--- config.mk ---
export PLATFORM = sky130hd
export DESIGN_NAME = ascfg_regs
export DESIGN_NICKNAME = d
export VERILOG_FILES = /design/src/rtl/ascfg_regs.v
export VERILOG_INCLUDE_DIRS = /design/src /design/src/rtl
export SDC_FILE = /design/constraint.sdc
export NUM_CORES = 1
export LEC_CHECK = 0
export ABC_AREA = 1
export BUFFER_PORTS_ARGS = -buffer_cell sky130_fd_sc_hd__buf_4
export CAP_MARGIN = 10
export CORE_AREA = 2 2 86 105
export CTS_CLUSTER_SIZE = 25
export DETAILED_ROUTE_END_ITERATION = 10
export DIE_AREA = 0 0 88 107
export PLACE_DENSITY = 0.67
export RECOVER_POWER = 100
export SLEW_MARGIN = 20
export SYNTH_ARGS = -nofsm -noshare
export SYNTH_HDL_FRONTEND = slang
export SYNTH_SLANG_ARGS = --single-unit
export TNS_END_PERCENT = 20
--- constraint.sdc ---
create_clock -name SYS_CLK -period 3.6 [get_ports SYS_CLK]
set_clock_uncertainty 0.1 [all_clocks]
set_input_delay 0.54 -clock SYS_CLK [delete_from_list [all_inputs] [get_ports SYS_CLK]]
set_output_delay 0.54 -clock SYS_CLK [all_outputs]
set_load 0.02 [all_outputs]
--- src/rtl/ascfg_consts.vh ---
// Purpose: constants for the setup and filter configuration register bank
// Assumes: APB byte addresses are four times the register index
// Notes:   definitions only
`ifndef ASCFG_CONSTS_VH
`define ASCFG_CONSTS_VH

// register indexes and byte addresses
`define ASCFG_IDX_SETUP2     8'h22
`define ASCFG_IDX_SETUP3     8'h23
`define ASCFG_IDX_FILTER0    8'h28
`define ASCFG_IDX_STATUS     8'h30
`define ASCFG_IDX_LATCH      8'h31
`define ASCFG_IDX_RATE       8'h32
`define ASCFG_ADDR_SETUP2    10'h088
`define ASCFG_ADDR_SETUP3    10'h08c
`define ASCFG_ADDR_FILTER0   10'h0a0
`define ASCFG_ADDR_STATUS    10'h0c0
`define ASCFG_ADDR_LATCH     10'h0c4
`define ASCFG_ADDR_RATE      10'h0c8

// reset values
`define ASCFG_SETUP_RST      16'h1020
`define ASCFG_FILTER_RST     16'h0000

// writable masks, everything else reserved
`define ASCFG_SETUP_MASK     16'h1030
`define ASCFG_FILTER_MASK    16'h8f7f
`define ASCFG_DIRECT_MASK    16'hffff

// setup fields
`define ASCFG_CODING_BIT     12
`define ASCFG_REF_HI         5
`define ASCFG_REF_LO         4
`define ASCFG_REF_EXT        2'h0
`define ASCFG_REF_INT        2'h2
`define ASCFG_REF_SUPPLY     2'h3

// filter fields
`define ASCFG_DIRECT_BIT     15
`define ASCFG_DEC_HI         14
`define ASCFG_POST_EN_BIT    11
`define ASCFG_POST_HI        10
`define ASCFG_POST_LO        8
`define ASCFG_ORDER_HI       6
`define ASCFG_ORDER_LO       5
`define ASCFG_RATE_HI        4
`define ASCFG_RATE_LO        0
`define ASCFG_ORDER_SINC5    2'h0
`define ASCFG_ORDER_SINC3    2'h3
`define ASCFG_POST_27        3'h2
`define ASCFG_POST_25        3'h3
`define ASCFG_POST_20        3'h5
`define ASCFG_POST_16        3'h6
`define ASCFG_RATE_LAST      5'h14

// direct sinc3 decimation factor
`define ASCFG_DEC_FACTOR     6'h20

`endif

--- src/rtl/ascfg_regs.v ---
// Purpose: setup 2/3 and filter 0 configuration registers behind APB
// Assumes: 32-bit APB, zero wait states, SYS_CLK at 25 MHz
// Notes:   decoded filter settings go to the conversion engine
`timescale 1ns/1ps
`default_nettype none
`include "ascfg_consts.vh"

module ascfg_regs (
   input  wire        SYS_CLK,
   input  wire        ARST_N,
   input  wire        PSEL,
   input  wire        PENABLE,
   input  wire        PWRITE,
   input  wire [11:0] PADDR,
   input  wire [31:0] PWDATA,
   output reg  [31:0] PRDATA,
   output reg         PREADY,
   output reg         PSLVERR,
   input  wire        CONV_START,
   output reg         CODING_S2,
   output reg  [1:0]  REFERENCE_S2,
   output reg         CODING_S3,
   output reg  [1:0]  REFERENCE_S3,
   output reg         DIRECT_DECIMATION,
   output reg  [14:0] DECIMATION_RATE,
   output reg  [1:0]  FILTER_ORDER,
   output reg         POST_FILTER_ACTIVE,
   output reg  [2:0]  POST_FILTER_CHOICE,
   output reg  [4:0]  OUTPUT_RATE_CODE,
   output reg         CONFIG_VALID
);

////////////////////////////////////////////////////////////////////////////////
// reset release and conversion start synchroniser

reg        rst_meta;
reg        rst_sync;
reg        start_meta;
reg        start_sync;
reg        start_prev;

always @(posedge SYS_CLK or negedge ARST_N) begin
   if (!ARST_N) begin
      rst_meta <= 1'b0;
      rst_sync <= 1'b0;
   end else begin
      rst_meta <= 1'b1;
      rst_sync <= rst_meta;
   end
end

// start comes from the converter pin side, so it is synchronised
always @(posedge SYS_CLK or negedge rst_sync) begin
   if (!rst_sync) begin
      start_meta <= 1'b0;
      start_sync <= 1'b0;
      start_prev <= 1'b0;
   end else begin
      start_meta <= CONV_START;
      start_sync <= start_meta;
      start_prev <= start_sync;
   end
end

wire conv_edge = start_sync & ~start_prev;

////////////////////////////////////////////////////////////////////////////////
// software visible registers

reg  [15:0] setup_cfg_2;
reg  [15:0] setup_cfg_3;
reg  [15:0] filter_cfg_0;
reg         pending;

// direct mapping opens bits 14:12 and 7 too, since all 15 bits are the divider
function [15:0] ascfg_filter_mask;
   input [15:0] value;
   begin
      if (value[`ASCFG_DIRECT_BIT])
         ascfg_filter_mask = value & `ASCFG_DIRECT_MASK;
      else
         ascfg_filter_mask = value & `ASCFG_FILTER_MASK;
   end
endfunction

// byte address compare; upper address bits must be clear for any hit
function ascfg_hit;
   input [11:0] addr;
   input [9:0]  target;
   begin
      ascfg_hit = (addr[11:10] == 2'h0) & (addr[9:0] == target);
   end
endfunction

// setup registers keep only the coding and reference bits
function [15:0] ascfg_setup_mask;
   input [15:0] value;
   begin
      ascfg_setup_mask = value & `ASCFG_SETUP_MASK;
   end
endfunction

wire        apb_access = PSEL & PENABLE;
wire        apb_setup  = PSEL & ~PENABLE;
wire        apb_write  = apb_access & PWRITE;
wire        hit_s2     = ascfg_hit(PADDR, `ASCFG_ADDR_SETUP2);
wire        hit_s3     = ascfg_hit(PADDR, `ASCFG_ADDR_SETUP3);
wire        hit_f0     = ascfg_hit(PADDR, `ASCFG_ADDR_FILTER0);
wire        hit_st     = ascfg_hit(PADDR, `ASCFG_ADDR_STATUS);
wire        hit_lt     = ascfg_hit(PADDR, `ASCFG_ADDR_LATCH);
wire        hit_rt     = ascfg_hit(PADDR, `ASCFG_ADDR_RATE);
wire        hit_any    = hit_s2 | hit_s3 | hit_f0 | hit_st | hit_lt | hit_rt;
wire        cfg_write  = apb_write & (hit_s2 | hit_s3 | hit_f0);

////////////////////////////////////////////////////////////////////////////////
// register writes and the pending flag

always @(posedge SYS_CLK or negedge rst_sync) begin
   if (!rst_sync) begin
      setup_cfg_2 <= `ASCFG_SETUP_RST;
      setup_cfg_3 <= `ASCFG_SETUP_RST;
   end else if (apb_write) begin
      if (hit_s2)
         setup_cfg_2 <= ascfg_setup_mask(PWDATA[15:0]);
      if (hit_s3)
         setup_cfg_3 <= ascfg_setup_mask(PWDATA[15:0]);
   end
end

// filter write is masked according to its own mode bit
always @(posedge SYS_CLK or negedge rst_sync) begin
   if (!rst_sync)
      filter_cfg_0 <= `ASCFG_FILTER_RST;
   else if (apb_write & hit_f0)
      filter_cfg_0 <= ascfg_filter_mask(PWDATA[15:0]);
end

// pending: set by a write, cleared when a conversion latches; set wins
always @(posedge SYS_CLK or negedge rst_sync) begin
   if (!rst_sync)
      pending <= 1'b0;
   else if (cfg_write)
      pending <= 1'b1;
   else if (conv_edge)
      pending <= 1'b0;
end

////////////////////////////////////////////////////////////////////////////////
// decode of the filter register, applied only at a conversion start

wire        f_direct = filter_cfg_0[`ASCFG_DIRECT_BIT];
wire [1:0]  f_order  = filter_cfg_0[`ASCFG_ORDER_HI:`ASCFG_ORDER_LO];
wire [2:0]  f_post   = filter_cfg_0[`ASCFG_POST_HI:`ASCFG_POST_LO];
wire [4:0]  f_rate   = filter_cfg_0[`ASCFG_RATE_HI:`ASCFG_RATE_LO];

// only the four listed post filters are real choices
function ascfg_post_legal;
   input [2:0] sel;
   begin
      case (sel)
         `ASCFG_POST_27: ascfg_post_legal = 1'b1;
         `ASCFG_POST_25: ascfg_post_legal = 1'b1;
         `ASCFG_POST_20: ascfg_post_legal = 1'b1;
         `ASCFG_POST_16: ascfg_post_legal = 1'b1;
         default:        ascfg_post_legal = 1'b0;
      endcase
   end
endfunction

reg         next_direct;
reg  [14:0] next_decim;
reg  [1:0]  next_order;
reg         next_post_act;
reg  [2:0]  next_post;
reg  [4:0]  next_rate;

always @* begin
   next_direct   = f_direct;
   next_decim    = 15'h0;
   next_order    = f_order;
   next_post_act = 1'b0;
   next_post     = f_post;
   next_rate     = f_rate;
   if (f_direct) begin
      // other options drop out; engine divides by 32 times this value
      next_decim    = filter_cfg_0[`ASCFG_DEC_HI:0];
      next_order    = `ASCFG_ORDER_SINC3;
      next_post     = 3'h0;
      next_rate     = 5'h00;
   end else begin
      next_post_act = filter_cfg_0[`ASCFG_POST_EN_BIT] &
                      (f_order == `ASCFG_ORDER_SINC5) &
                      ascfg_post_legal(f_post);
      // codes past the slowest rate clamp to it
      if (f_rate > `ASCFG_RATE_LAST)
         next_rate = `ASCFG_RATE_LAST;
   end
end

////////////////////////////////////////////////////////////////////////////////
// settings to the engine, latched at each conversion start

// holding outputs until a start keeps an in-flight result self-consistent
always @(posedge SYS_CLK or negedge rst_sync) begin
   if (!rst_sync) begin
      CODING_S2    <= 1'b1;
      REFERENCE_S2 <= `ASCFG_REF_INT;
      CODING_S3    <= 1'b1;
      REFERENCE_S3 <= `ASCFG_REF_INT;
   end else if (conv_edge) begin
      CODING_S2    <= setup_cfg_2[`ASCFG_CODING_BIT];
      REFERENCE_S2 <= setup_cfg_2[`ASCFG_REF_HI:`ASCFG_REF_LO];
      CODING_S3    <= setup_cfg_3[`ASCFG_CODING_BIT];
      REFERENCE_S3 <= setup_cfg_3[`ASCFG_REF_HI:`ASCFG_REF_LO];
   end
end

// filter settings move on the same start, never mid-conversion
always @(posedge SYS_CLK or negedge rst_sync) begin
   if (!rst_sync) begin
      DIRECT_DECIMATION  <= 1'b0;
      DECIMATION_RATE    <= 15'h0;
      FILTER_ORDER       <= `ASCFG_ORDER_SINC5;
      POST_FILTER_ACTIVE <= 1'b0;
      POST_FILTER_CHOICE <= 3'h0;
      OUTPUT_RATE_CODE   <= 5'h00;
   end else if (conv_edge) begin
      DIRECT_DECIMATION  <= next_direct;
      DECIMATION_RATE    <= next_decim;
      FILTER_ORDER       <= next_order;
      POST_FILTER_ACTIVE <= next_post_act;
      POST_FILTER_CHOICE <= next_post;
      OUTPUT_RATE_CODE   <= next_rate;
   end
end

always @(posedge SYS_CLK or negedge rst_sync) begin
   if (!rst_sync)
      CONFIG_VALID <= 1'b0;
   else if (conv_edge)
      CONFIG_VALID <= 1'b1;
end

////////////////////////////////////////////////////////////////////////////////
// APB read path; answer in the access cycle, registered

reg  [31:0] next_rdata;

always @* begin
   next_rdata = 32'h00000000;
   case (1'b1)
      hit_s2:  next_rdata = {16'h0000, setup_cfg_2};
      hit_s3:  next_rdata = {16'h0000, setup_cfg_3};
      hit_f0:  next_rdata = {16'h0000, filter_cfg_0};
      hit_st:  next_rdata = {30'h0, CONFIG_VALID, pending};
      hit_lt:  next_rdata = {16'h0000, DIRECT_DECIMATION, DECIMATION_RATE};
      hit_rt:  next_rdata = {20'h00000, POST_FILTER_ACTIVE, POST_FILTER_CHOICE,
                             1'b0, FILTER_ORDER, OUTPUT_RATE_CODE};
      default: next_rdata = 32'h00000000;
   endcase
end

// PREADY is a one-cycle pulse: registered from setup, so ready in the access cycle
always @(posedge SYS_CLK or negedge rst_sync) begin
   if (!rst_sync)
      PREADY <= 1'b0;
   else
      PREADY <= apb_setup;
end

// read data only in the ready cycle of a read, zero otherwise
always @(posedge SYS_CLK or negedge rst_sync) begin
   if (!rst_sync)
      PRDATA <= 32'h00000000;
   else if (apb_setup & ~PWRITE)
      PRDATA <= next_rdata;
   else
      PRDATA <= 32'h00000000;
end

// unmapped addresses answer with an error; writes there are dropped
always @(posedge SYS_CLK or negedge rst_sync) begin
   if (!rst_sync)
      PSLVERR <= 1'b0;
   else
      PSLVERR <= apb_setup & ~hit_any;
end

endmodule // ascfg_regs

`default_nettype wire

; ---- Word-level counts from Yosys, hierarchy flattened
; Cells that the tools add are included.
; W data, S select, Z words.
[classes]
order_cmp = 1
eq_ne = 10
mux = 18
bitwise = 25
reduce_logical = 6
[ops]
columns = operator, n
row1 = $mux W16, 6
row2 = $eq A10 B8 Y1 const B, 6
row3 = $mux W32, 1
row4 = $and A1 B1 Y1, 16
row5 = $mux W15, 1
row6 = $mux W12, 1
row7 = $mux W5, 2
row8 = $eq A3 B2 Y1 const B, 2
row9 = $eq A3 B3 Y1 const B, 2
row10 = $gt A5 B5 Y1 const B, 1
row11 = $mux W1, 5
row12 = $or A1 B1 Y1, 5
row13 = $logic_not A2 Y1, 2
row14 = $not A1 Y1, 4
row15 = $reduce_and A2 Y1, 2
row16 = $reduce_or A4 Y1, 1
row17 = $mux W3, 1
row18 = $mux W2, 1
row19 = $reduce_bool A2 Y1, 1
[word_totals]
regBits = 96
input_bits = 50
output_inout_bits = 68

; ---- Depth between registers and ports, before layout
; Gate-level depths: netlist of run 1.
[depth]
word_depth = 9
ltp_mapped = 9

; ---- Worst setup path after synthesis of run 1
; OpenSTA, ideal clock, no wires.
[synth_path]
path_kind = input-to-reg
start = input port PADDR[2]
end = register filter_cfg_0[12]
setup_time_ns = 0.124
arrival_time_ns = 1.431
setup_slack_ns = 1.944
path_stages = 8
n_path_buf = 2
path_cell_list = buf_4 -> nor2_2 -> nand2_2 -> inv_2 -> nand2_4 -> nor2_4 -> buf_4 -> o22ai_2
[synth_via]
elab_chain_len = 3
[synth_rtl]
columns = element, line
row1 = "start, declared", ascfg_regs.v:14  ; input wire [11:0] PADDR,
row2 = $eq A10 B8 Y1, ascfg_regs.v:91  ; ascfg_hit = (addr[11:10] == 2'h0) & (addr[9:0] == target);
row3 = $and A1 B1 Y1, ascfg_regs.v:91
row4 = $and A1 B1 Y1, ascfg_regs.v:134  ; else if (apb_write & hit_f0)
row5 = "end signal, assigned", ascfg_regs.v:133  ; filter_cfg_0 <= `ASCFG_FILTER_RST;
row6 = "end signal, assigned", ascfg_regs.v:135  ; filter_cfg_0 <= ascfg_filter_mask(PWDATA[15:0]);
row7 = "end, declared", ascfg_regs.v:72  ; reg [15:0] filter_cfg_0;
; Every way passes these cells.
; A chain may end at the register's enable or synchronous reset.

; ---- Worst setup path in the final report of run 1
[layout_path]
start = input port PADDR[9]
end = register filter_cfg_0[12]
; The elaborated chain is that of the path after synthesis.

==> flow_metrics.py, run 1 <==
metrics = {
    "timing": {
        "rsz0062_at_grt": "no",
        "period_share_pct": 71.1,
        "slew_violations": 0,
        "setup_viol": 0,
        "setup_slack_ns": 1.04,
        "finalCriticalPeriod_ns": 2.56,
        "setup_tns_ns": 0,
        "hold_viol_final": 0,
        "fmax_ghz": 0.391,
        "relSlewSlack_pct": 17.6,
        "worstMarginPinSlew_ns": 1.24,
    },
    "global_routing": {
        "antenna_found_initial": 0,
        "track_usage_pct": 21.1,
        "grt_first_pass_wirelength_um": 14900,
        "grt_max_degree": 79,
        "grt.overflow.total": 0,
        "first_global_vias": 3000,
    },
    "cells_and_area": {
        "nFillCells": 861,
        "layout-drive-gt1-share_pct": 13.6,
        "final_area_sq_um": 4340,
        "synthToLayoutAreaGrowth_pct": 17.8,
        "fin_nets": 560,
        "antennaDiodeCount": 0,
    },
    "synth": {
        "yosys-top-cells-area": "dfrtp_1, nand2_1, inv_1",
        "ys_top_cells_by_count": "nand2_1, dfrtp_1, inv_1",
        "syn_inst": 423,
        "ys_ff_latch": 80,
        "synthesis.area_sq_um": 3680,
        "yosysWarningCount": 0,
        "syn_avg_cell_area_sq_um": 8.71,
        "ys_types": 29,
        "yosys.area.top_type": "dfrtp_1",
        "dominantRegCellSynth": "dfrtp_1",
        "synth-edff-count": 0,
        "async_reset_ff_share_pct": 100,
        "synth.most_common_cell": "nand2_1",
        "yosysTopAreaCellShare_pct": 48.9,
        "ys_seq_area_share_pct": 54.6,
    },
    "power": {
        "power.density_nw_per_um2": 424,
        "power.leakage_uw": 0.00213,
        "max-vdd-ir-drop_mv": 0.192,
    },
    "job": {
        "cap_violations": 0,
    },
    "clocking": {
        "cts_max_level": 3,
        "cts_tree": "done",
        "worstSkewPairLatency_ns": 0.37,
        "cts.reportedPaths.clkPinSlew_ns": 0.08,
        "cts_setup_buffers": 0,
        "numCtsBuffers": 9,
        "clock_sinks": 80,
        "clockRootBuffer": "clkbuf_8",
        "clockBufferDepth": 2,
    },
    "min_path": {
        "hold_start": "CONV_START",
        "hold_end": "start_meta",
        "hold_path_depth": 1,
        "worstHoldPathType": "in2reg",
    },
    "critical_path": {
        "cp_max_fo": 30,
        "worst_r2r_path_depth": 5,
        "crit_type": "in2reg",
        "cp.required_ns": 3.78,
        "slowest_stage": "nor2_4",
        "rr_startpoint": "start_sync",
        "start_kind": "primary input",
        "critPathMaxStageDelay_ns": 0.52,
        "cp.arrival_ns": 2.74,
        "r2r_end": "OUTPUT_RATE_CODE[3]",
        "path_cells": "clkbuf_4 > nor2_1 > nand2_1 > nor2_1 > nand2_4 > nor2_4 > nand2_1 > o22ai_2",
        "critical_path.endpoint_type": "register",
        "r2r_slack_ns": 1.16,
    },
    "placement": {
        "hpwl_um": 6720,
        "gp_congestion": 0.942,
        "portBuffers": 85,
        "placed_area_sq_um": 4350,
        "place_ws_ns": 1.20,
    },
    "floorplan": {
        "core_sq_um": 8380,
        "num_io_pins": 118,
        "row_count": 37,
        "dieHeight_um": 107,
        "dieWidth_um": 88,
        "start_util_pct": 44.0,
        "die-area_sq_um": 9420,
    },
    "detailed_routing": {
        "ant_nets": 0,
        "drt_iter0_markers": 201,
        "wl_um": 9550,
        "drc": 0,
        "wl_per_cell_um": 15.1,
        "drt_first_pass_iters": 5,
        "vias_per_cell": 5.06,
        "num_vias": 3197,
    },
    "run_status": {
        "status": "finished clean",
    },
}
-- logic make-up after synthesis --
group	Yosys count	synth area share (%)
compound gates	79	11.7
buf+inv	90	11.6
flops	80	54.6
other cells	2	0.204
simple gates	172	21.9
-- critical path, delay by kind of cell --
family                 cells  cell delay (ns)
buffers and inverters      1             0.11
and+or+nand+nor            6             1.96
AOI/OAI and AO/OA          1             0.13
-- per-layer routing --
layer / vias up / wire (um) / track usage [%] / part of all wire [%]
li1: 1508 / - / - / -
met1: 1538 / 3920 / 28.1 / 41
met3: 21 / 686 / 5.39 / 7.2
met5: - / 0 / 0 / 0
met4: 0 / 264 / 9.67 / 2.8
met2: 130 / 4680 / 32.3 / 49
-- flip-flops by register name, indices dropped and copies added (netlist names) --
name / cells
setup_cfg_3: 3
pending: 1
filter_cfg_0: 16
start_sync: 1
REFERENCE_S2: 2
rst_sync: 1
setup_cfg_2: 3
OUTPUT_RATE_CODE: 5
PRDATA: 16
PSLVERR: 1
POST_FILTER_ACTIVE: 1
DIRECT_DECIMATION: 1
PREADY: 1
FILTER_ORDER: 2
REFERENCE_S3: 2
CODING_S3: 1
start_prev: 1
POST_FILTER_CHOICE: 3
CODING_S2: 1
rst_meta: 1
CONFIG_VALID: 1
start_meta: 1
DECIMATION_RATE: 15
-- placed cells by master, fill, tap and decap left out --
| cell type | synthesis | final |
|---|---|---|
| clkinv_4 | 0 | 1 |
| inv_2 | 3 | 2 |
| nand3_1 | 42 | 42 |
| nor3_1 | 2 | 3 |
| o21ai_0 | 35 | 46 |
| o22ai_2 | 1 | 1 |
| nand2_2 | 2 | 2 |
| o21ai_1 | 14 | 3 |
| o32ai_1 | 1 | 1 |
| o211ai_1 | 3 | 3 |
| nand2_4 | 2 | 1 |
| nor2_4 | 6 | 4 |
| o21a_1 | 1 | 1 |
| clkbuf_1 | 4 | 55 |
| clkinv_2 | 0 | 3 |
| nor3_2 | 2 | 1 |
| dlygate4sd3_1 | 0 | 1 |
| bufinv_16 | 0 | 2 |
| nand4_1 | 7 | 7 |
| conb_1 | 2 | 17 |
| dfstp_2 | 8 | 7 |
| inv_1 | 59 | 60 |
| dfrtp_1 | 72 | 72 |
| a32o_1 | 1 | 1 |
| a21oi_1 | 16 | 16 |
| clkbuf_2 | 0 | 1 |
| clkbuf_8 | 0 | 9 |
| clkbuf_4 | 0 | 3 |
| o22ai_1 | 6 | 6 |
| dfstp_1 | 0 | 1 |
| nor2_2 | 4 | 3 |
| buf_4 | 21 | 30 |
| o31ai_1 | 1 | 1 |
| nor2_1 | 10 | 13 |
| nand2_1 | 95 | 96 |
-- through the flow --
stage,utilization (%),hold slack (ns),cells,total power (uW)
floorplan,-,0.144,438,1080
global placement,51.9,0.222,614,1160
detailed placement,51.9,0.223,614,1170
CTS,54.5,0.169,631,1880
global route,51.8,0.189,632,1920
finish,51.8,0.201,632,1840
-- final cells by class --
cell class | count | area (sq um) | area share, %
inverters | 62 | 233 | 5.36
clock buffers | 10 | 128 | 2.94
well taps | 117 | 146 | 3.37
multi-input cells | 268 | 1270 | 29.3
repair buffers | 89 | 465 | 10.7
flip-flops and latches | 80 | 2010 | 46.4
clock inverters | 6 | 83.8 | 1.93
-- worst max path at each step --
stage	from	end	slack, ns	cells past startpoint
after global placement	PADDR[9]	filter_cfg_0[12]	1.24	8
final	PADDR[9]	filter_cfg_0[12]	1.04	8
after floorplan	rst_sync	CONFIG_VALID	1.12	0
after CTS	PADDR[9]	filter_cfg_0[12]	1.55	8
after global routing	rst_sync	DECIMATION_RATE[9]	0.83	1
after detailed placement	PADDR[9]	filter_cfg_0[12]	1.20	8
-- report_power, final --
group | leakage (uW) | internal [uW] | switching (uW)
clock | 0.000110 | 388 | 327
sequential | 0.000933 | 928 | 24.9
combinational | 0.00109 | 50.8 | 122
-- what timing repair did --
action,4_1_cts,5_1_grt
hold buffers,1,0
resized for setup,0,0
hold endpoints to repair,2,0
Power figures use the tool's default switching activity.
==> run 2, diff against run 1 <==
- clock period: 3.6 -> 2.56 ns (I/O delays scaled with it)
==> flow_metrics.py, run 2 (synthesis gave the netlist of run 1 again) <==
metrics = {
    "run_status": {
        "status": "finished clean",
    },
    "floorplan": {
        "start_util_pct": 44.0,
        "num_io_pins": 118,
        "dieHeight_um": 107,
        "core_sq_um": 8380,
        "die-area_sq_um": 9420,
        "dieWidth_um": 88,
        "row_count": 37,
    },
    "timing": {
        "setup_slack_ns": 0.576,
        "worstMarginPinSlew_ns": 1.11,
        "finalCriticalPeriod_ns": 1.98,
        "setup_tns_ns": 0,
        "rsz0062_at_grt": "no",
        "setup_viol": 0,
        "hold_viol_final": 0,
        "relSlewSlack_pct": 26.2,
        "fmax_ghz": 0.504,
        "slew_violations": 0,
        "period_share_pct": 77.5,
    },
    "cells_and_area": {
        "regArea_sq_um": 2020,
        "antennaDiodeCount": 0,
        "mostFrequentLayoutCells": "nand2_1, dfrtp_1, inv_1, clkbuf_1, o21ai_0",
        "fin_nets": 566,
        "top_regs": "PRDATA: 16 flops, filter_cfg_0: 16 flops, DECIMATION_RATE: 15 flops",
        "nFillCells": 837,
        "layout-drive-gt1-share_pct": 13.1,
        "post-route-util_pct": 52.1,
        "multi_input_area_sq_um": 1280,
        "final_common_cell": "nand2_1",
        "synthToLayoutAreaGrowth_pct": 18.6,
    },
    "global_routing": {
        "grt_max_degree": 40,
        "antenna_found_initial": 0,
        "grt.overflow.total": 0,
        "first_global_vias": 3028,
        "track_usage_pct": 21.7,
        "grt_first_pass_wirelength_um": 15300,
    },
    "min_path": {
        "worstHoldPathType": "in2reg",
        "hold_start": "CONV_START",
    },
    "clocking": {
        "numCtsBuffers": 9,
        "cts_setup_buffers": 0,
        "cts_hold_buf": 1,
        "cts.reportedPaths.clkPinSlew_ns": 0.08,
        "clockBufferDepth": 2,
        "cts_max_level": 3,
        "cts_resized": 0,
        "cts_tree": "done",
        "worstSkewPairLatency_ns": 0.37,
        "clock_sinks": 80,
        "clockRootBuffer": "clkbuf_8",
    },
    "detailed_routing": {
        "wl_per_cell_um": 15.2,
        "drt_iter0_markers": 234,
        "drt_first_pass_iters": 5,
        "wl_um": 9720,
        "drc": 0,
        "vias_per_cell": 5.01,
        "num_vias": 3196,
        "ant_nets": 0,
    },
    "placement": {
        "hpwl_um": 7170,
        "gp_congestion": 0.873,
        "portBuffers": 85,
        "place_ws_ns": 0.583,
    },
    "power": {
        "power.density_nw_per_um2": 573,
        "netSwitchingFraction_pct": 26.8,
        "power_frac_clock_pct": 36.4,
        "pwr-share-comb_pct": 9.8,
        "power_switching_uw": 671,
        "internal_power_uw": 1830,
        "power_frac_seq_pct": 53.8,
        "power.leakage_uw": 0.00212,
        "max-vdd-ir-drop_mv": 0.375,
        "finalPower_uw": 2500,
    },
    "critical_path": {
        "crit_end": "filter_cfg_0[0]",
        "worst_r2r_path_depth": 5,
        "crit_type": "in2reg",
        "critical_path.endpoint_type": "register",
        "r2r_end": "REFERENCE_S2[0]",
        "start_kind": "primary input",
        "r2r_slack_ns": 0.68,
        "rr_startpoint": "start_sync",
        "crit_start": "PADDR[1]",
        "cp.required_ns": 2.74,
        "cp.arrival_ns": 2.16,
        "cp_max_fo": 18,
    },
    "job": {
        "cap_violations": 0,
    },
}
run 2: metrics by stage:
stage                     instance area (sq um)  cells  hold slack, ns
final                                      4370    638          0.0368
after floorplan                            3740    438         -0.0116
after CTS                                  4610    638         0.00862
after detailed placement                   4410    621          0.0670
after global placement                     4410    621          0.0663
after global routing                       4370    638          0.0266
run 2: worst max-delay path, stage by stage:
cell      delay [ns]
clkbuf_4        0.12
nor2_1          0.29
nand2_1         0.20
inv_1           0.19
nand2_1         0.27
nor2_4          0.38
buf_12          0.19
nand2_1         0.05
o21ai_0         0.08
run 2: worst min-delay path by stage:
stage	slack [ns]	cells after the start	endpoint
2_1_floorplan	-0.01	0	rst_meta
3_3_place_gp	0.07	1	rst_meta
3_5_place_dp	0.07	1	rst_meta
4_1_cts	0.009	1	start_meta
5_1_grt	0.03	1	start_meta
6_report	0.04	1	start_meta
run 2: power groups by stage:
stage                     logic (uW)  registers [uW]  clock network, uW
after floorplan                  112            1410                  0
after global placement           274            1370                  0
after detailed placement         279            1370                  0
after CTS                        282            1350                923
after global routing             269            1350                984
final                            245            1350                912
run 2: layout make-up:
cell class                      count  share of cell area (%)
Sequential cell                    80                    46.1
Multi-Input combinational cell    268                    29.3
Timing Repair Buffer               95                    11.7
Inverter                           62                    5.33
Tap cell                          117                    3.35
Clock buffer                       13                    3.18
Clock inverter                      3                    1.03
run 2: metal layers:
metal | GRT usage, % | wire length [um]
met3 | 5.00 | 705
met4 | 7.36 | 142
met5 | 0 | 0
met2 | 34.1 | 4710
met1 | 29.5 | 4160
==> run 3, diff against run 2 <==
- ABC_AREA: 1 -> 0
- CORE_AREA: 2 2 86 105 -> 2 2 86 104
- DIE_AREA: 0 0 88 107 -> 0 0 88 106
- PLACE_DENSITY: 0.67 -> 0.7
- clock period: 2.56 -> 1.6 ns (I/O delays scaled with it)
==> flow_metrics.py, run 3 <==
metrics = {
    "run_status": {
        "status": "finished clean",
    },
    "detailed_routing": {
        "drt_iter0_markers": 186,
        "num_vias": 3142,
        "routed.top_layer": "met4",
        "met2WireLength_um": 4830,
        "drt_first_pass_iters": 4,
        "vias_per_cell": 4.89,
        "ant_nets": 0,
        "drc": 0,
        "wl_per_cell_um": 14.6,
        "m1WireLength_um": 3990,
        "dr_wl_met3_um": 413,
        "wl_um": 9400,
    },
    "critical_path": {
        "rr_startpoint": "start_prev",
        "cp.required_ns": 1.75,
        "crit_start": "PADDR[1]",
        "cp.arrival_ns": 1.73,
        "critical_path.endpoint_type": "register",
        "cp_max_fo": 4,
        "crit_type": "in2reg",
        "start_kind": "primary input",
    },
    "floorplan": {
        "dieHeight_um": 106,
        "die-area_sq_um": 9330,
        "row_count": 37,
        "num_io_pins": 118,
        "dieWidth_um": 88,
        "start_util_pct": 43.6,
        "core_sq_um": 8380,
    },
    "timing": {
        "hold_viol_final": 0,
        "relSlewSlack_pct": 32.9,
        "rsz0062_at_grt": "yes",
        "period_share_pct": 99.2,
        "slew_violations": 0,
        "setup_tns_ns": 0,
        "setup_viol": 0,
        "fmax_ghz": 0.630,
        "finalCriticalPeriod_ns": 1.59,
        "worstMarginPinSlew_ns": 1.01,
        "hold_slack_ns": 0.00734,
    },
    "global_routing": {
        "grt.overflow.total": 0,
        "grt_first_pass_wirelength_um": 15000,
        "grt_max_degree": 61,
        "first_global_vias": 2997,
        "track_usage_pct": 21.2,
        "antenna_found_initial": 0,
    },
    "synth": {
        "synthesis.area_sq_um": 3650,
        "yosysWarningCount": 0,
        "synth.most_common_cell": "nand2_1",
        "synth_xor_area_share_pct": 0.480,
        "ys_types": 46,
        "syn_inst": 391,
        "dominantRegCellSynth": "dfrtp_1",
        "yosys-top-cells-area": "dfrtp_1, nand2_1, dfstp_2",
        "synth_compound_area_share_pct": 9.32,
        "synth_top_family_by_area": "simple AND/OR/NAND/NOR gates",
        "synthMuxAreaShare_pct": 1.85,
        "synth-edff-count": 0,
        "ys_seq_area_share_pct": 55.1,
        "synthSimpleGateAreaFrac_pct": 27.3,
        "ys_top_cells_by_count": "nand2_1, dfrtp_1, nor2_1",
        "async_reset_ff_share_pct": 100,
        "synth_adder_area_share_pct": 0,
        "syn_avg_cell_area_sq_um": 9.34,
        "yosysTopAreaCellShare_pct": 49.3,
        "ys_ff_latch": 80,
        "yosys.area.top_type": "dfrtp_1",
    },
    "power": {
        "netSwitchingFraction_pct": 23.3,
        "pwr-share-comb_pct": 8.4,
        "max-vdd-ir-drop_mv": 0.500,
        "power.leakage_uw": 0.00229,
        "power_frac_seq_pct": 51.1,
        "internal_power_uw": 3060,
        "power_frac_clock_pct": 40.5,
        "power.density_nw_per_um2": 823,
        "power_switching_uw": 926,
    },
    "cells_and_area": {
        "mostFrequentLayoutCells": "nand2_1, dfrtp_1, buf_4",
        "nFillCells": 790,
        "regArea_sq_um": 2010,
        "fin_nets": 570,
        "final_common_cell": "nand2_1",
        "layout-drive-gt1-share_pct": 21.9,
        "final_area_sq_um": 4840,
        "multi_input_area_sq_um": 1540,
        "antennaDiodeCount": 0,
        "top_regs": "PRDATA: 16 flops, filter_cfg_0: 16 flops, DECIMATION_RATE: 15 flops",
        "layout.cells.non_filler": 642,
        "synthToLayoutAreaGrowth_pct": 32.5,
        "post-route-util_pct": 57.8,
    },
    "clocking": {
        "numCtsBuffers": 9,
        "cts_tree": "done",
        "clock_sinks": 80,
        "clockRootBuffer": "clkbuf_8",
        "worstSkewPairLatency_ns": 0.36,
        "cts_max_level": 3,
        "cts.reportedPaths.clkPinSlew_ns": 0.07,
        "clockBufferDepth": 2,
    },
    "placement": {
        "dp.cells": 612,
        "portBuffers": 85,
        "hpwl_um": 6810,
        "placed_area_sq_um": 4650,
        "gp_congestion": 0.845,
    },
    "min_path": {
        "worstHoldPathType": "in2reg",
        "hold_start": "PWDATA[5]",
    },
    "job": {
        "cap_violations": 0,
    },
}
run 3: power groups by stage:
stage | logic, uW | clock network, uW | registers [uW]
after floorplan | 145 | 0 | 2110
after global placement | 310 | 0 | 2080
after detailed placement | 313 | 0 | 2080
after CTS | 342 | 1630 | 2040
after global routing | 365 | 1720 | 2040
final | 335 | 1610 | 2040
run 3: metal layers:
| metal | track usage, % | vias to the layer above |
|---|---|---|
| met1 | 27.9 | 1501 |
| met3 | 3.26 | 12 |
| met2 | 34.9 | 81 |
| li1 | - | 1548 |
| met4 | 8.35 | 0 |
| met5 | 0 | - |
run 3: final timing paths:
check	endpoint	slack [ns]	cells past startpoint
worst max-delay path	setup_cfg_2[4]	0.01	6
worst min-delay path	filter_cfg_0[5]	0.007	3
worst max register to register	OUTPUT_RATE_CODE[3]	0.21	4
worst min register to register	start_sync	0.26	0
max in group asynchronous	REFERENCE_S2[0]	0.38	1
min in group asynchronous	rst_meta	0.09	2
run 3: cell type report:
type / count / area share, %
Sequential cell: 80 / 41.6
Clock inverter: 3 / 1.42
Clock buffer: 13 / 2.87
Tap cell: 117 / 3.02
Multi-Input combinational cell: 288 / 31.9
Inverter: 2 / 0.155
Timing Repair Buffer: 139 / 19.0
run 3: cell families (layout without fill, tap and decap cells):
group                  after synthesis  after routing
AND/OR/NAND/NOR                    210            210
flip-flops                          80             80
AO/OA/AOI/OAI                       53             53
buffers and inverters               38            157
multiplexers                         6              6
other                                2             17
XOR/XNOR                             2              2
run 3: worst max-delay path: stages:
cell	delay, ns
buf_4	0.12
or4b_4	0.57
nor2_4	0.11
nand2_2	0.10
nor3b_4	0.26
mux2_4	0.32
run 3: what timing repair did:
| item | 4_1_cts | 5_1_grt |
|---|---|---|
| gates resized for setup | 2 | 10 |
| endpoints found under the setup margin | 1 | 11 |
| hold buffers | 14 | 0 |
| endpoints found under the hold margin | 15 | 0 |
| cloned | 0 | 0 |
| pin swaps | 1 | 1 |
| buffers inserted | 0 | 0 |
run 3: metrics by stage:
stage | setup WS [ns] | total power, uW
floorplan | -0.221 | 2250
global placement | -0.352 | 2390
detailed placement | -0.385 | 2390
CTS | 0.00911 | 4010
global route | -0.0257 | 4130
finish | 0.0126 | 3980
